===== src/hdl/pvic_pkg.sv =====
// Constants, register map and state encoding of the prioritised vector interrupt controller.
// Assumes one core clock, a synchronous active-low reset and an APB master for software access.
//
// Functional notes
// - Arbitrate 44 peripheral/external sources plus 4 traps in one priority scheme.
// - Vector word read from program memory is loaded into the 24-bit program counter.
// - Primary vector table starts at program word 0x000004, alternate table at 0x000084.
// - Flags in three 16-bit registers are set by sources, cleared by software writes.
// - Three 16-bit enable registers hold one permit bit per source.
// - A flag sets on its event whatever the source's enable bit says.
// - Twelve priority registers hold all levels; the last implements only bits 7:0.
// - CPU level is four bits: bit 3 in core control, bits 2:0 in core status.
// - First control register holds trap flags; second holds external config and table select.
// - Each source takes level 1 to 7; 7 is highest, 1 lowest maskable.
// - A source at level 0 is never taken, exactly as if disabled.
// - With nesting disable set, no new source is accepted during an active service; traps still are.
// - While nesting disable is 1, software writes to the CPU level are ignored.
// - Timed disable blocks levels 6 and below for a count; bit 14 reads set meanwhile.
// - 63 vectors of 24 bits in words 0x000004 to 0x0000FE; chosen vector loads the PC.
// - Normal fetch or jump into vector space, including after rollover, raises address error.
// - Each priority field is the low three bits of a nibble; the fourth reads 0.
// - Equal levels are broken by lowest source number; 0 highest, 44 lowest.
// - Assigned level dominates natural order.
// - Source n uses vector n plus 8; source 41 and those above 44 are reserved.
// - Edge, level and change qualification stay inside the peripheral.
// - The core is interrupted only by a level strictly above the CPU level.
// - Traps use fixed levels 11 to 14, so CPU level bit 3 is set during a trap.

package pvic_pkg;

  // ==========================================================================
  // Sizes
  localparam int NUM_SRC  = 48;
  localparam int NUM_TRAP = 4;
  localparam int NUM_PRIO = 12;
  localparam int EXT_W    = 5;

  // Implemented sources: 0..44 without the reserved number 41.
  localparam logic [47:0] SRC_IMPL_MASK = 48'h1DFF_FFFF_FFFF;
  localparam int          LAST_PRIO_SRC = 45;

  // ==========================================================================
  // Register byte offsets on APB
  localparam logic [11:0] OFS_FLAGS      = 12'h000;
  localparam logic [11:0] OFS_ENABLES    = 12'h00C;
  localparam logic [11:0] OFS_PRIO       = 12'h018;
  localparam logic [11:0] OFS_CTL_TRAP   = 12'h048;
  localparam logic [11:0] OFS_CTL_EXT    = 12'h04C;
  localparam logic [11:0] OFS_CPU_LEVEL  = 12'h050;
  localparam logic [11:0] OFS_STATUS     = 12'h054;

  // ==========================================================================
  // Field positions
  localparam int NEST_DIS_BIT   = 15;
  localparam int ALT_TABLE_BIT  = 15;
  localparam int TIMED_DIS_BIT  = 14;
  localparam int TRAP_LSB       = 1;
  localparam int EXT_LSB        = 0;
  localparam int CORE_CTL_BIT   = 3;
  localparam int TRAP_ADDR_IDX  = 1;
  localparam int STAT_DEPTH_LSB = 8;

  // ==========================================================================
  // Levels, vectors and reset values
  localparam logic [3:0]  TRAP_LEVEL_BASE = 4'hB;
  localparam logic [2:0]  TIMED_MAX_LEVEL = 3'h6;
  localparam logic [5:0]  SRC_VEC_OFFSET  = 6'h08;
  localparam logic [5:0]  TRAP_VEC_BASE   = 6'h01;
  localparam logic [23:0] IVT_BASE        = 24'h000004;
  localparam logic [23:0] ALTERNATE_VECTOR_TABLE_BASE       = 24'h000084;
  localparam logic [23:0] VEC_SPACE_END   = 24'h0000FF;
  localparam logic [3:0]  RST_CPU_LEVEL   = 4'h0;

  typedef enum logic [2:0] {
    PV_IDLE  = 3'b001,
    PV_FETCH = 3'b010,
    PV_LOAD  = 3'b100
  } pvic_fsm_t;

endpackage


===== src/hdl/pvic_top.sv =====
// Interrupt controller core: request flags, enables, priorities, arbitration and vector fetch.
// Assumes source and trap events are one-cycle pulses already qualified by their peripherals,
// and that the core returns from a handler only while no vector fetch is in progress.
`timescale 1ns/10ps

module pvic_top #(
  parameter int NEST_DEPTH = 16,
  parameter int TIMED_DISABLE_W     = 14
) (
  // Clock and reset
  input  wire logic                          clock_i,
  input  wire logic                          rst_n_i,
  // APB slave
  input  wire logic                          psel_i,
  input  wire logic                          penable_i,
  input  wire logic                          pwrite_i,
  input  wire logic [11:0]                   paddr_i,
  input  wire logic [31:0]                   pwdata_i,
  output logic      [31:0]                   prdata_o,
  output logic                               pready_o,
  output logic                               pslverr_o,
  // Request events
  input  wire logic [pvic_pkg::NUM_SRC-1:0]  src_event_i,
  input  wire logic [pvic_pkg::NUM_TRAP-1:0] trap_event_i,
  // Core fetch watch
  input  wire logic                          fetch_valid_i,
  input  wire logic                          fetch_normal_i,
  input  wire logic [23:0]                   fetch_addr_i,
  input  wire logic                          jump_valid_i,
  input  wire logic [23:0]                   jump_target_i,
  // Core timed disable and handler return
  input  wire logic                          timed_start_i,
  input  wire logic [TIMED_DISABLE_W-1:0]             timed_count_i,
  input  wire logic                          instr_retire_i,
  input  wire logic                          return_i,
  // Vector fetch from program memory
  input  wire logic                          vec_data_valid_i,
  input  wire logic [23:0]                   vec_data_i,
  output logic                               irq_o,
  output logic                               vec_rd_o,
  output logic      [23:0]                   vec_addr_o,
  output logic                               pc_load_o,
  output logic      [23:0]                   pc_value_o,
  // Status toward the core and peripherals
  output logic      [3:0]                    cpu_level_o,
  output logic      [pvic_pkg::EXT_W-1:0]    ext_config_o,
  output logic                               timed_active_o
);
  import pvic_pkg::*;

  localparam int DW = $clog2(NEST_DEPTH + 1);

  typedef struct packed {
    pvic_fsm_t                    st;
    logic [NUM_SRC-1:0]           flags;
    logic [NUM_SRC-1:0]           enables;
    logic [NUM_SRC-1:0][2:0]      prio;
    logic [NUM_TRAP-1:0]          traps;
    logic                         nest_dis;
    logic                         alt_sel;
    logic [EXT_W-1:0]             ext_cfg;
    logic [3:0]                   level;
    logic [NEST_DEPTH-1:0][3:0]   stack;
    logic [DW-1:0]                depth;
    logic [TIMED_DISABLE_W-1:0]            timed_cnt;
    logic                         timed_act;
    logic [3:0]                   pend_level;
    logic [5:0]                   pend_vec;
    logic [31:0]                  rdata;
    logic                         ready;
    logic                         slverr;
    logic                         irq;
    logic                         vec_rd;
    logic [23:0]                  vec_addr;
    logic                         pc_load;
    logic [23:0]                  pc_value;
  } pvic_state_t;

  pvic_state_t q;
  pvic_state_t d;

  // ==========================================================================
  // Helpers

  function automatic logic in_range(input logic [9:0] idx, input logic [11:0] ofs, input int n);
    logic [9:0] base;
    base = ofs[11:2];
    in_range = (idx >= base) && (idx < base + 10'(n));
  endfunction

  function automatic logic in_vec_space(input logic [23:0] a);
    in_vec_space = (a <= VEC_SPACE_END);
  endfunction

  function automatic logic [15:0] reg_rd(input logic [9:0] idx, input pvic_state_t s);
    logic [15:0] w;
    int          r;
    w = 16'h0000;
    if (in_range(idx, OFS_FLAGS, 3)) begin
      r = int'(idx - OFS_FLAGS[11:2]);
      w = s.flags[16*r +: 16];
    end else if (in_range(idx, OFS_ENABLES, 3)) begin
      r = int'(idx - OFS_ENABLES[11:2]);
      w = s.enables[16*r +: 16];
    end else if (in_range(idx, OFS_PRIO, NUM_PRIO)) begin
      r = int'(idx - OFS_PRIO[11:2]);
      for (int n = 0; n < 4; n++) begin
        w[4*n +: 4] = {1'b0, s.prio[4*r+n]};
      end
    end else if (idx == OFS_CTL_TRAP[11:2]) begin
      w[NEST_DIS_BIT]                = s.nest_dis;
      w[TRAP_LSB +: NUM_TRAP]        = s.traps;
    end else if (idx == OFS_CTL_EXT[11:2]) begin
      w[ALT_TABLE_BIT]               = s.alt_sel;
      w[TIMED_DIS_BIT]               = s.timed_act;
      w[EXT_LSB +: EXT_W]            = s.ext_cfg;
    end else if (idx == OFS_CPU_LEVEL[11:2]) begin
      w[3:0]                         = s.level;
    end else if (idx == OFS_STATUS[11:2]) begin
      w[5:0]                         = s.pend_vec;
      w[STAT_DEPTH_LSB +: DW]        = s.depth;
    end
    reg_rd = w;
  endfunction

  // ==========================================================================
  // Arbitration

  logic [NUM_SRC-1:0] eligible;
  logic               src_found;
  logic [5:0]         src_idx;
  logic [2:0]         src_lvl;
  logic               trap_found;
  logic [1:0]         trap_idx;
  logic [3:0]         trap_lvl;
  logic               src_take;
  logic               trap_take;

  always_comb begin
    // A flag only competes when enabled, implemented and at a nonzero level.
    for (int s = 0; s < NUM_SRC; s++) begin
      eligible[s] = q.flags[s] & q.enables[s] & SRC_IMPL_MASK[s] & (q.prio[s] != 3'h0);
    end
    src_found = 1'b0;
    src_idx   = 6'h00;
    src_lvl   = 3'h0;
    // Walking downward with >= lets the lowest number win a tie at the top level.
    for (int s = NUM_SRC - 1; s >= 0; s--) begin
      if (eligible[s] && (q.prio[s] >= src_lvl)) begin
        src_found = 1'b1;
        src_idx   = 6'(s);
        src_lvl   = q.prio[s];
      end
    end
    trap_found = 1'b0;
    trap_idx   = 2'h0;
    for (int k = 0; k < NUM_TRAP; k++) begin
      if (q.traps[k]) begin
        trap_found = 1'b1;
        trap_idx   = 2'(k);
      end
    end
    trap_lvl  = TRAP_LEVEL_BASE + {2'b00, trap_idx};
    trap_take = trap_found && (trap_lvl > q.level);
    src_take  = src_found
              && ({1'b0, src_lvl} > q.level)
              && !(q.nest_dis && (q.depth != '0))
              && !(q.timed_act && (src_lvl <= TIMED_MAX_LEVEL));
  end

  // ==========================================================================
  // Next state

  logic [9:0] idx;
  logic       setup;
  logic       wr_acc;
  logic       mapped;
  logic       addr_err;
  logic [5:0] take_vec;

  always_comb begin
    idx      = paddr_i[11:2];
    setup    = psel_i & ~penable_i;
    mapped   = idx <= OFS_STATUS[11:2];
    wr_acc   = psel_i & penable_i & q.ready & pwrite_i & mapped;
    addr_err = (fetch_valid_i & fetch_normal_i & in_vec_space(fetch_addr_i))
             | (jump_valid_i & in_vec_space(jump_target_i));
    take_vec = trap_take ? TRAP_VEC_BASE + {4'h0, trap_idx} : src_idx + SRC_VEC_OFFSET;
    d        = q;

    // APB: zero wait states, the answer is prepared in the setup cycle.
    d.ready  = setup;
    d.slverr = setup & ~mapped;
    if (setup) begin
      d.rdata = pwrite_i ? 32'h0000_0000 : {16'h0000, reg_rd(idx, q)};
    end

    // Software writes come first so that a same-cycle hardware event wins below.
    if (wr_acc) begin
      for (int r = 0; r < 3; r++) begin
        if (idx == OFS_FLAGS[11:2] + 10'(r)) begin
          d.flags[16*r +: 16] = pwdata_i[15:0] & SRC_IMPL_MASK[16*r +: 16];
        end
        if (idx == OFS_ENABLES[11:2] + 10'(r)) begin
          d.enables[16*r +: 16] = pwdata_i[15:0] & SRC_IMPL_MASK[16*r +: 16];
        end
      end
      for (int r = 0; r < NUM_PRIO; r++) begin
        if (idx == OFS_PRIO[11:2] + 10'(r)) begin
          for (int n = 0; n < 4; n++) begin
            if (4*r + n <= LAST_PRIO_SRC) begin
              d.prio[4*r+n] = pwdata_i[4*n +: 3];
            end
          end
        end
      end
      if (idx == OFS_CTL_TRAP[11:2]) begin
        d.nest_dis = pwdata_i[NEST_DIS_BIT];
        d.traps    = pwdata_i[TRAP_LSB +: NUM_TRAP];
      end
      if (idx == OFS_CTL_EXT[11:2]) begin
        d.alt_sel = pwdata_i[ALT_TABLE_BIT];
        d.ext_cfg = pwdata_i[EXT_LSB +: EXT_W];
      end
      if ((idx == OFS_CPU_LEVEL[11:2]) && !q.nest_dis) begin
        d.level = pwdata_i[3:0];
      end
    end

    // Events set flags regardless of enables; set wins over a clearing write.
    d.flags = d.flags | (src_event_i & SRC_IMPL_MASK);
    d.traps = d.traps | trap_event_i;
    d.traps[TRAP_ADDR_IDX] = d.traps[TRAP_ADDR_IDX] | addr_err;

    // Timed disable counts retired instructions down to zero.
    if (timed_start_i) begin
      d.timed_cnt = timed_count_i;
    end else if (instr_retire_i && (q.timed_cnt != '0)) begin
      d.timed_cnt = q.timed_cnt - TIMED_DISABLE_W'(1);
    end
    d.timed_act = d.timed_cnt != '0;

    unique case (q.st)
      PV_IDLE: begin
        d.pc_load = 1'b0;
        if (return_i && (q.depth != '0)) begin
          d.level = q.stack[q.depth - DW'(1)];
          d.depth = q.depth - DW'(1);
        end else if (trap_take || src_take) begin
          d.st         = PV_FETCH;
          d.irq        = 1'b1;
          d.vec_rd     = 1'b1;
          d.pend_vec   = take_vec;
          d.pend_level = trap_take ? trap_lvl : {1'b0, src_lvl};
          d.vec_addr   = (q.alt_sel ? ALTERNATE_VECTOR_TABLE_BASE : IVT_BASE) + {17'h00000, take_vec, 1'b0};
        end
      end
      PV_FETCH: begin
        if (vec_data_valid_i) begin
          d.st       = PV_LOAD;
          d.vec_rd   = 1'b0;
          d.pc_load  = 1'b1;
          d.pc_value = vec_data_i;
          // A full stack stops pushing, so the level beneath the deepest service is lost on return.
          if (q.depth < DW'(NEST_DEPTH)) begin
            d.stack[q.depth] = q.level;
            d.depth          = q.depth + DW'(1);
          end
          d.level = q.pend_level;
        end
      end
      PV_LOAD: begin
        d.st      = PV_IDLE;
        d.pc_load = 1'b0;
        d.irq     = 1'b0;
      end
      default: begin
        d.st = PV_IDLE;
      end
    endcase
  end

  // ==========================================================================
  // State register

  always_ff @(posedge clock_i) begin
    if (!rst_n_i) begin
      q       <= '0;
      q.st    <= PV_IDLE;
      q.level <= RST_CPU_LEVEL;
    end else begin
      q <= d;
    end
  end

  // ==========================================================================
  // Outputs, each straight from the state register

  assign prdata_o       = q.rdata;
  assign pready_o       = q.ready;
  assign pslverr_o      = q.slverr;
  assign irq_o          = q.irq;
  assign vec_rd_o       = q.vec_rd;
  assign vec_addr_o     = q.vec_addr;
  assign pc_load_o      = q.pc_load;
  assign pc_value_o     = q.pc_value;
  assign cpu_level_o    = q.level;
  assign ext_config_o   = q.ext_cfg;
  assign timed_active_o = q.timed_act;

endmodule


===== config.mk =====
export PLATFORM = sky130hd
export DESIGN_NAME = pvic_top
export DESIGN_NICKNAME = d
export VERILOG_FILES = /design/src/hdl/pvic_pkg.sv /design/src/hdl/pvic_top.sv
export SDC_FILE = /design/constraint.sdc
export NUM_CORES = 1
export LEC_CHECK = 0
export BUFFER_PORTS_ARGS = -buffer_cell sky130_fd_sc_hd__clkbuf_2
export CAP_MARGIN = 20
export CORE_ASPECT_RATIO = 1.75
export CORE_MARGIN = 8
export CORE_UTILIZATION = 52
export DETAILED_ROUTE_END_ITERATION = 10
export GPL_ROUTABILITY_DRIVEN = 0
export PLACE_DENSITY_LB_ADDON = 0.3
export SKIP_CTS_REPAIR_TIMING = 1
export SLEW_MARGIN = 20
export SYNTH_ARGS = -nofsm -noshare
export SYNTH_HDL_FRONTEND = slang
export SYNTH_SLANG_ARGS = --single-unit

===== constraint.sdc =====
create_clock -name clock_i -period 67 [get_ports clock_i]
set_input_delay 3.35 -clock clock_i [delete_from_list [all_inputs] [get_ports clock_i]]
set_output_delay 3.35 -clock clock_i [all_outputs]
set_load 0.01 [all_outputs]

# Yosys cells after proc, flatten, opt, wreduce, memory -nomap -nowiden

Cells that the tools add are included.

Reduce and logical (&&, ||, !) cells: 138
Equality and inequality tests: 29
$add $sub $neg: 12
Mux-type cells: 212
Bitwise gates (word level): 104
Shifts and indexed selects: 2
$lt $le $gt $ge: 64

Operators by type and width:

| operator                                                         | number |
|---|---|
| two-way mux 6 bit                                                | 48 |
| two-way mux 3 bit                                                | 55 |
| nonzero test 3 bit                                               | 44 |
| >= comparator 3 bit                                              | 43 |
| two-way mux 16 bit                                               | 8 |
| AND 1 bit                                                        | 97 |
| two-way mux 96 bit                                               | 1 |
| indexed part select 48 x 15 -> 16 bit                            | 2 |
| == test 10 x 4 -> 1 bit (second input constant)                  | 8 |
| two-way mux 73 bit                                               | 1 |
| two-way mux 69 bit                                               | 1 |
| bitwise mux 64 bit                                               | 1 |
| == test 10 x 5 -> 1 bit (second input constant)                  | 6 |
| logical AND 1 bit                                                | 57 |
| two-way mux 1 bit                                                | 57 |
| binary-select mux 3 bit (select 6 bit)                           | 3 |
| two-way mux 26 bit                                               | 2 |
| less-or-equal comparator 24 x 8 -> 1 bit (second input constant) | 2 |
| bitwise OR 48 x 45 -> 48 bit                                     | 1 |
| < comparator 14 x 8 -> 1 bit (second input constant)             | 3 |
| == test 10 x 3 -> 1 bit (second input constant)                  | 4 |
| two-way mux 5 bit                                                | 8 |
| AND reduction 2 bit                                              | 19 |
| adder 13 x 3 -> 14 bit (second input constant)                   | 2 |
| other kinds (56)                                                 | 88 |

Logic and storage cells: 646
Bits of input ports: 194
Register bits: 427

# Longest topological paths before layout

Gate-level depths: netlist of run 1.

Word-level depth: 141
Gate-level depth with buffers: 334

# Worst setup path after synthesis of run 1

OpenSTA, ideal clock, no wires.

Kind: register to register
From: reg q[430] (netlist bit)
To: reg q[89] (netlist bit)
Cell stages (with the launch flop): 317
Arrival: 56578 ps
Setup slack: 10351 ps
Required time: 66928 ps
Buffers on the path: 3
Clock period less this slack: 56649 ps
Library setup time: 72 ps
Path through: dfxtp_1 and3_1 ha_1 nor2b_1 o21ai_2 and2_1 o31a_1 mux2_2 ha_1 nand2b_1 and3_1 o21ai_1 o21a_1 nand2_1 o21ai_0 ha_1 nor2b_1 maj3_1 (+281 left out) nor2_1 a21oi_1 ha_1 nand2b_1 a21oi_1 nor2b_1 o21ai_1 o21ai_2 o211ai_1 buf_4 ha_1 and3_1 a2111oi_0 o21ai_0 a211oi_4 a31o_2 buf_4 mux2i_1

Longest elaborated chain between the ends: 139
Elaborated cells on any way between the ends: 232
Classes of those cells: add/sub (1); order compare (45); mux (133); bitwise (2); reduce/logical (51)

RTL lines:

| what                                                                                            | RTL line                         | source |
|---|---|---|
| start, declared                                                                                 | pvic_top.sv:79                   | `pvic_state_t q;` |
| AND 1 bit (*) (2 in a row)                                                                      | pvic_top.sv:142                  | `eligible[s] = q.flags[s] & q.enables[s] & SRC_IMPL_MASK[s] & (q.prio[s] != 3'h0);` |
| logical AND 1 bit (*)                                                                           | pvic_top.sv:149                  | `if (eligible[s] && (q.prio[s] >= src_lvl)) begin` |
| two-way mux 3 bit                                                                               | pvic_top.sv:149                  |  |
| >= comparator 3 bit                                                                             | pvic_top.sv:149                  |  |
| logical AND 1 bit                                                                               | pvic_top.sv:149                  |  |
| two-way mux 3 bit                                                                               | pvic_top.sv:149                  |  |
| >= comparator 3 bit                                                                             | pvic_top.sv:149                  |  |
| logical AND 1 bit                                                                               | pvic_top.sv:149                  |  |
| (+122 left out)                                                                                 | -                                |  |
| logical AND 1 bit                                                                               | pvic_top.sv:149                  |  |
| two-way mux 3 bit                                                                               | pvic_top.sv:149                  |  |
| greater-than comparator 3 x 4 -> 1 bit / less-or-equal comparator 3 bit (equally long branches) | pvic_top.sv:166, pvic_top.sv:168 |  |
| logical AND 1 bit, on equally long branches                                                     | pvic_top.sv:166, pvic_top.sv:168 |  |
| logical AND 1 bit / zero test 1 bit (equally long branches)                                     | pvic_top.sv:167, pvic_top.sv:168 |  |
| logical AND 1 bit                                                                               | pvic_top.sv:168                  | `&& !(q.timed_act && (src_lvl <= TIMED_MAX_LEVEL));` |
| logical OR 1 bit                                                                                | pvic_top.sv:249                  | `end else if (trap_take \|\| src_take) begin` |
| AND reduction 3 bit (no source line)                                                            | -                                |  |

Every way passes the cells marked *; elsewhere a longest branch is shown, timed or not.
A chain may end at the register's enable or synchronous reset.

# Worst setup path after layout of run 1

From: reg q[382] (netlist bit)
To: reg q (netlist bit vec_addr_o[7])

Longest elaborated chain between the ends: 139
Elaborated cells on any way between the ends: 233
Classes of those cells: add/sub (2); order compare (45); mux (133); bitwise (2); reduce/logical (51)

RTL lines:

| what                                                          | RTL line |
|---|---|
| AND 1 bit (*) (2 in a row)                                    | pvic_top.sv:142 |
| logical AND 1 bit (*)                                         | pvic_top.sv:149 |
| branches (longest 136 deep; another with >= comparator 3 bit) | - |

Mark *: on every way between the ends.

==> impl_results.md, run 1 <==
* Status: completed
* Clk_skew at ~23 ps
* PwrDens at between 20 and 25 mW/mm²
* Worst Slack Setup Final at about 4200 ps
* Die Span X at between 150 and 200 µm
* Die area at 0.0572 mm²
* Reg clk slew, reported paths at approximately 70 ps
* Worst Hold Class: reg -> reg
* Rows at roughly 110
* WL/cell at 23.6 µm
* Normalized max-slew margin at 0.310
* Non-filler cells, final at around 4100
* Final Hold Fails at 0
* Slowest stage delay, CP at about 630 ps
* CTS tree: yes
* EDFF count, synth at 0
* Initial antenna violation count at 1
* Clk_lat worst skew at about 570 ps
* Post-Syn Area at roughly 0.026 mm²
* Critical path arrival at roughly 63000 ps
* Routed wire length at 95.6 mm
* Core region area at ~0.049 mm²
* Buf/Inv on CP at 10
* Vias in the first global route at ~24000
* Worst Setup End Kind: flip-flop
* Share of layout cells above drive strength 1 at 0.141
* Worst Path Class, Setup: reg -> reg
* Cell family with most CP delay: compound AO/OA/AOI/OAI gates
* Total number of vias at roughly 26000
* Avg Cell Area, Syn at 7.79 µm²
* Largest net degree at the start of global routing at approximately 130
* Leakage at about 12 nW
* Max Slew Vio Count at 0
* Gr ovfl total at 0
* Root buf cell: clkbuf_16
* PortBufs at roughly 220
* Total GRT Usage at 0.323
* Global-route wire length before repair at 141 mm
* CTS sink cnt at between 300 and 400
* Hold WS at 454 ps
* Synthesis-to-finish area growth at 9.28%
* Nets at 3627
* DRC at 0
* Ys async rst share at 0
* Crit-path slowest cell: or4b_2
* Via-to-Cell Ratio at about 6.3
* Synth Warn # at 0
* Register bit total from synthesis at 390
* Hpwl dp at just over 70 mm
* Worst setup SP type: flip-flop
* CTS Buf Count at 40
* Seq/Total Area, Yosys at 0.303
* Required time of the worst setup path at around 67000 ps
* Achievable Freq at around 16 MHz
* Router iterations before antenna repair at 6
* Io pins at 289
* Setup Viol. Count Final at 0
* Inst Count DP at ~4000
* Critical Path Fanout Max at 12
* Post-synth cell types at approximately 120
* Synth Instances at roughly 3300
* Initial DRC Count at approximately 2500
* MaxCap Viol Count at 0
* CTS Buffer Depth at 3
* CP most frequent cell: ha_1
* Final period utilization at 0.937
* DP Worst Slack at approximately 1600 ps
* H-tree levels at 2
* Setup TNS at 0 ps
* Die H at around 310 µm
* DRT antenna net count at 0
* Top_reg_cell synth: dfxtp_1
* Peak VDD IR at between 0.03 and 0.04 mV
* Starting Density at 0.522
* Fin crit period at approximately 63000 ps
* Worst-Margin Slew at between 1000 and 1500 ps
[layout make-up]
| class | instances | area, µm² |
|---|---|---|
| Inverter | 150 | 571 |
| Sequential cell | 390 | 7810 |
| Multi-Input combinational cell | 2530 | 16300 |
| Clock buffer | 52 | 1120 |
| Tap cell | 660 | 826 |
| Timing Repair Buffer | 248 | 1320 |
| Clock inverter | 17 | 144 |
| Fill cell | 4692 | 21200 |
| Antenna cell | 3 | 7.51 |
[path summary, 6_finish.rpt]
path / slack, ps / cells past startpoint / startpoint / end
worst min register to register: 450 / 2 / pc_value_o[9] / pc_value_o[9]
worst max-delay path: 4210 / 317 / q[382] / vec_addr_o[7]
worst max register to register: 4210 / 317 / q[382] / vec_addr_o[7]
worst min-delay path: 450 / 2 / pc_value_o[9] / pc_value_o[9]
[metrics by stage]
| step | util | total power [W] | area [µm²] |
|---|---|---|---|
| 3_5_place_dp | 0.538 | 0.000359 | 26600 |
| 5_1_grt | 0.570 | 0.000601 | 28100 |
| 6_report | 0.570 | 0.000583 | 28100 |
| 4_1_cts | 0.564 | 0.000579 | 27800 |
| 2_1_floorplan | - | 0.000327 | 25900 |
| 3_3_place_gp | 0.538 | 0.000359 | 26600 |
[kinds of logic after synthesis]
family / count (synthesis) / share of synthesized area
xor gates and xnor gates: 23 / 0.00783
other: 1 / 0.000146
DFF: 390 / 0.303
muxes: 297 / 0.139
and+or+nand+nor: 1273 / 0.223
adders and majority gates: 79 / 0.0378
buffers and inverters: 414 / 0.0753
AOI/OAI and AO/OA: 826 / 0.214
[cell usage in the layout, fill, tap and decap left out, types with 18 or more instances in the layout]
master,Yosys,routed
dfxtp_1,390,389
buf_4,96,30
nor3_1,44,43
nand3_1,96,95
nand2b_1,41,41
inv_1,148,148
nor4_1,20,18
o211ai_1,28,28
nor2_1,385,384
or3_1,21,21
a21oi_1,341,341
nor2b_1,30,30
a211oi_1,25,24
o21ai_0,104,93
a21o_1,18,18
nand4_1,20,20
a22oi_1,21,19
a221oi_1,24,20
o21a_1,30,30
clkbuf_2,1,217
and3_1,30,30
clkbuf_16,0,40
nand2_1,485,485
ha_1,73,73
mux2_2,26,26
conb_1,1,32
and2_1,37,36
a31oi_1,19,18
mux2i_1,224,223
mux4_2,46,46
[where the power goes]
group          internal, W  switching (W)  total (W)  leakage, nW
Clock             0.000122       0.000100   0.000222        0.619
Combinational    0.0000385      0.0000671   0.000106         8.15
Sequential        0.000241      0.0000135   0.000255         3.16
Total             0.000402       0.000181   0.000583         11.9
[per-layer routing]
layer,track usage,vias to the layer above,share of wire
met5,0,-,0
met4,0.265,0,0.10
met1,0.348,11900,0.34
li1,-,11800,-
met2,0.539,1493,0.46
met3,0.0722,492,0.099
[Yosys cell counts, types with 19 or more instances]
library cell / count / area share
mux4_2: 46 / 0.040
nor4_1: 20 / 0.0049
a221oi_1: 24 / 0.0082
o211ai_1: 28 / 0.0082
nor3_1: 44 / 0.0086
a21oi_1: 341 / 0.066
a211oi_1: 25 / 0.0073
nor2_1: 385 / 0.056
a22oi_1: 21 / 0.0061
nand4_1: 20 / 0.0049
and2_1: 37 / 0.0090
o21a_1: 30 / 0.0088
ha_1: 73 / 0.035
buf_4: 96 / 0.028
o21ai_0: 104 / 0.020
mux2_2: 26 / 0.011
a31oi_1: 19 / 0.0046
nand2_1: 485 / 0.071
and3_1: 30 / 0.0073
nand3_1: 96 / 0.019
mux2i_1: 224 / 0.087
clkbuf_1: 145 / 0.021
or3_1: 21 / 0.0051
inv_1: 148 / 0.022
dfxtp_1: 390 / 0.30
nor2b_1: 30 / 0.0073
nand2b_1: 41 / 0.010
[worst min-delay path, stage by stage, from the launching register on]
cell     delay, ps
dfxtp_1        310
nand2_1         50
a21oi_1         50
(Power assumes the default switching activity.)
==> run 2, diff against run 1 <==
ABC_AREA = 1   (was unset)
PLACE_DENSITY = 0.72   (was unset)
PLACE_DENSITY_LB_ADDON = unset   (was 0.3)
==> impl_results.md, run 2 <==
* Status: completed
* Largest net degree at the start of global routing at 125 (-1.6%)
* Initial DRC Count at 2731 (+7.2%)
* Most frequent cells in the layout: o21ai_0 (576), inv_1 (520), nand2_1 (478), a21oi_1 (424), dfxtp_1 (390)
* Achievable Freq at 21.2 MHz (+33%)
* Top_reg_cell synth: dfxtp_1
* Post-synth cell types at 62 (-46%)
* Core region area at 0.0485 mm² (-1.7%)
* Switch share at 0.334 (+0.0235)
* Via-to-Cell Ratio at 5.86 (-7.3%)
* Initial antenna violation count at 11 (+10)
* CP most frequent cell: o21ai_0
* Ys async rst share at 0 (unchanged)
* Total number of vias at 26600 (+3.7%)
* Post-DP Area at 0.0262 mm² (-1.4%)
* Clk_skew at 36.7 ps (+13.5 ps)
* Clock power frac at 0.391 (+0.009)
* Worst Path Class, Setup: reg -> reg
* Fin area at 0.0277 mm² (-1.5%)
* Most frequent cell after synthesis: o21ai_0
* Avg Cell Area, Syn at 6.70 µm² (-14%)
* Top cells by area, synth: dfxtp_1 (31%), o21ai_0 (11%), a21oi_1 (8.4%)
* Post-Syn Area at 0.0253 mm² (-1.5%)
* Leakage at 11.6 nW (-2.8%)
* CTS Buf Count at 40 (unchanged)
* Combinational power share at 0.215 (+0.034)
* PortBufs at 218 (unchanged)
* Die Span X at 183 µm (-0.71%)
* Max Slew Vio Count at 0 (unchanged)
* Post-synthesis simple-gate area fraction at 0.268 (+0.0454)
* Die H at 308 µm (-0.73%)
* Commonest non-fill, non-tap cell in the layout: o21ai_0
* Total GRT Usage at 0.349 (+0.0262)
* Synthesis-to-finish area growth at 9.38% (about the same)
* Post-synthesis xor/xnor area fraction at 0.00518 (-0.00264)
* Multi-input logic area at 0.0143 mm² (-12%)
* Slowest stage delay, CP at 500 ps (-130 ps)
* Final Hold Fails at 0 (unchanged)
* Synth Warn # at 0 (unchanged)
* Root buf cell: clkbuf_16
* Vias in the first global route at 24900 (+3.1%)
* Worst setup SP type: flip-flop
* Rows at 107 (-0.93%)
* Setup TNS at 0 ps (unchanged)
* Worst-Margin Slew at 1250 ps (+221 ps)
* Normalized max-slew margin at 0.153 (-0.156)
* Synth Instances at 3780 (+14%)
* Gr ovfl total at 0 (unchanged)
* Register share of total power at 0.394 (-0.043)
* Routed wire length at 100 mm (+5.0%)
* Adder-Cell Fraction of Synth Area at 0.0360 (-0.00178)
* Nets at 4105 (+13%)
* Combinational family with the most area after synthesis: simple AND/OR/NAND/NOR gates
* Cell taking the most area after synthesis: dfxtp_1
* Reg clk slew, reported paths at 60 ps (about the same)
* Pint at 0.000431 W (+7.3%)
* Complex-gate fraction of the synthesized area at 0.249 (+0.0355)
* Setup Viol. Count Final at 0 (unchanged)
* Post-synth top area share at 0.308 (+0.00475)
* Global-route wire length before repair at 149 mm (+5.5%)
* Register bit total from synthesis at 390 (unchanged)
* Peak VDD IR at 0.0229 mV (-28%)
* FF+latch area at 0.00781 mm² (about the same)
* H-tree levels at 2 (unchanged)
* Unrepaired setup endpoints after global routing: false
* Hpwl dp at 72.3 mm (+2.8%)
* Die area at 0.0563 mm² (-1.4%)
* DRC at 0 (unchanged)
* Multiplexer area fraction after synthesis at 0.00237 (-0.137)
* CTS Buffer Depth at 3 (unchanged)
* DRT antenna net count at 0 (unchanged)
* Worst Hold Class: reg -> reg
* Worst Setup End Kind: flip-flop
* Critical path arrival at 47710 ps (-15540 ps)
* Most frequent cells after synthesis: o21ai_0 (578), inv_1 (520), nand2_1 (478)
* EDFF count, synth at 0 (unchanged)
* Clk_lat worst skew at 590 ps (+20 ps)
* MaxCap Viol Count at 0 (unchanged)
* Final period utilization at 0.705 (-0.233)
* Critical Path Fanout Max at 9 (-3)
* CTS tree: yes
* Share of layout cells above drive strength 1 at 0.142 (+0.00103)
* WL/cell at 22.1 µm (-6.2%)
* Starting Density at 0.523 (+0.00106)
* Net Switching at 0.000216 W (+20%)
* Crit-path slowest cell: nor3b_1
* PwrDens at 23.4 mW/mm² (+13%)
* Fillers at 4816 (+2.6%)
* Router iterations before antenna repair at 6 (unchanged)
* Io pins at 289 (unchanged)
* Required time of the worst setup path at 67500 ps (+40 ps)
* Seq/Total Area, Yosys at 0.308 (+0.00475)
* CTS sink cnt at 390 (unchanged)
* Fin crit period at 47210 ps (-15580 ps)
[run 2: changes by cell type after synthesis, sizes merged, moves of 36 or more]
cell | before | now
o21ai | 117 | 584
inv | 149 | 528
nand3 | 98 | 354
mux2i | 224 | 6
nand2 | 485 | 604
a21oi | 343 | 427
nor2 | 387 | 314
mux4 | 46 | 0
nand2b | 41 | 0
and2 | 38 | 2
[run 2: final timing paths]
| check | from | end | slack, ps | cells after the start |
|---|---|---|---|---|
| worst min-delay path | flip-flop | flip-flop | 450 | 2 |
| worst max register to register | q[430] | vec_addr_o[8] | 19790 | 306 |
| worst min register to register | flip-flop | flip-flop | 450 | 2 |
| worst max-delay path | q[430] | vec_addr_o[8] | 19790 | 306 |
[run 2: cell type report]
cell class	instances	area share
diodes	10	0.000903
clock buffers	57	0.0432
clock inverters	17	0.0103
inverters	533	0.0724
multi-input cells	2638	0.518
flip-flops and latches	390	0.282
well taps	654	0.0295
repair buffers	235	0.0444
[run 2: metrics by stage]
| stage | instances | worst slack, ps | hold WS [ps] | util | total power (W) |
|---|---|---|---|---|---|
| after CTS | 4523 | 20130 | 444 | 0.571 | 0.000643 |
| after floorplan | 3811 | 27140 | 420 | - | 0.000349 |
| after global routing | 4527 | 15360 | 464 | 0.572 | 0.000670 |
| final | 4534 | 19790 | 446 | 0.572 | 0.000648 |
| after global placement | 4449 | 20800 | 428 | 0.540 | 0.000392 |
| after detailed placement | 4449 | 20300 | 435 | 0.540 | 0.000393 |
[run 2: worst max-delay path: cells and delay by family (launching register included)]
family,cells,cell delay (ps)
AND/OR/NAND/NOR,162,18160
AO/OA/AOI/OAI,78,14190
adder cells (fa/ha/maj),43,12780
buffers and inverters,23,1500
flip-flops,1,410
[run 2: power by group through the flow]
stage,Clock (W),Combinational (W),Sequential (W)
3_5_place_dp,0,0.000134,0.000260
6_report,0.000253,0.000139,0.000255
2_1_floorplan,0,0.0000950,0.000254
5_1_grt,0.000263,0.000151,0.000256
3_3_place_gp,0,0.000132,0.000259
4_1_cts,0.000254,0.000134,0.000254
[run 2: cells by family (layout without fill, tap and decap cells)]
kind of cell	Yosys count	in the layout
and+or+nand+nor	1336	1336
AOI/OAI and AO/OA	1176	1176
buffers and inverters	783	842
DFF	390	390
adders and majority gates	73	73
xor gates and xnor gates	15	15
muxes	6	6
other	1	42
[run 2: per-layer routing]
layer  vias up  routed length, µm  global-route usage
met5         -                 13                   0
met4         2              11100               0.333
met3       491              10100               0.101
met2      1440              46000               0.566
met1     12000              33100               0.358
li1      12700                  -                   -
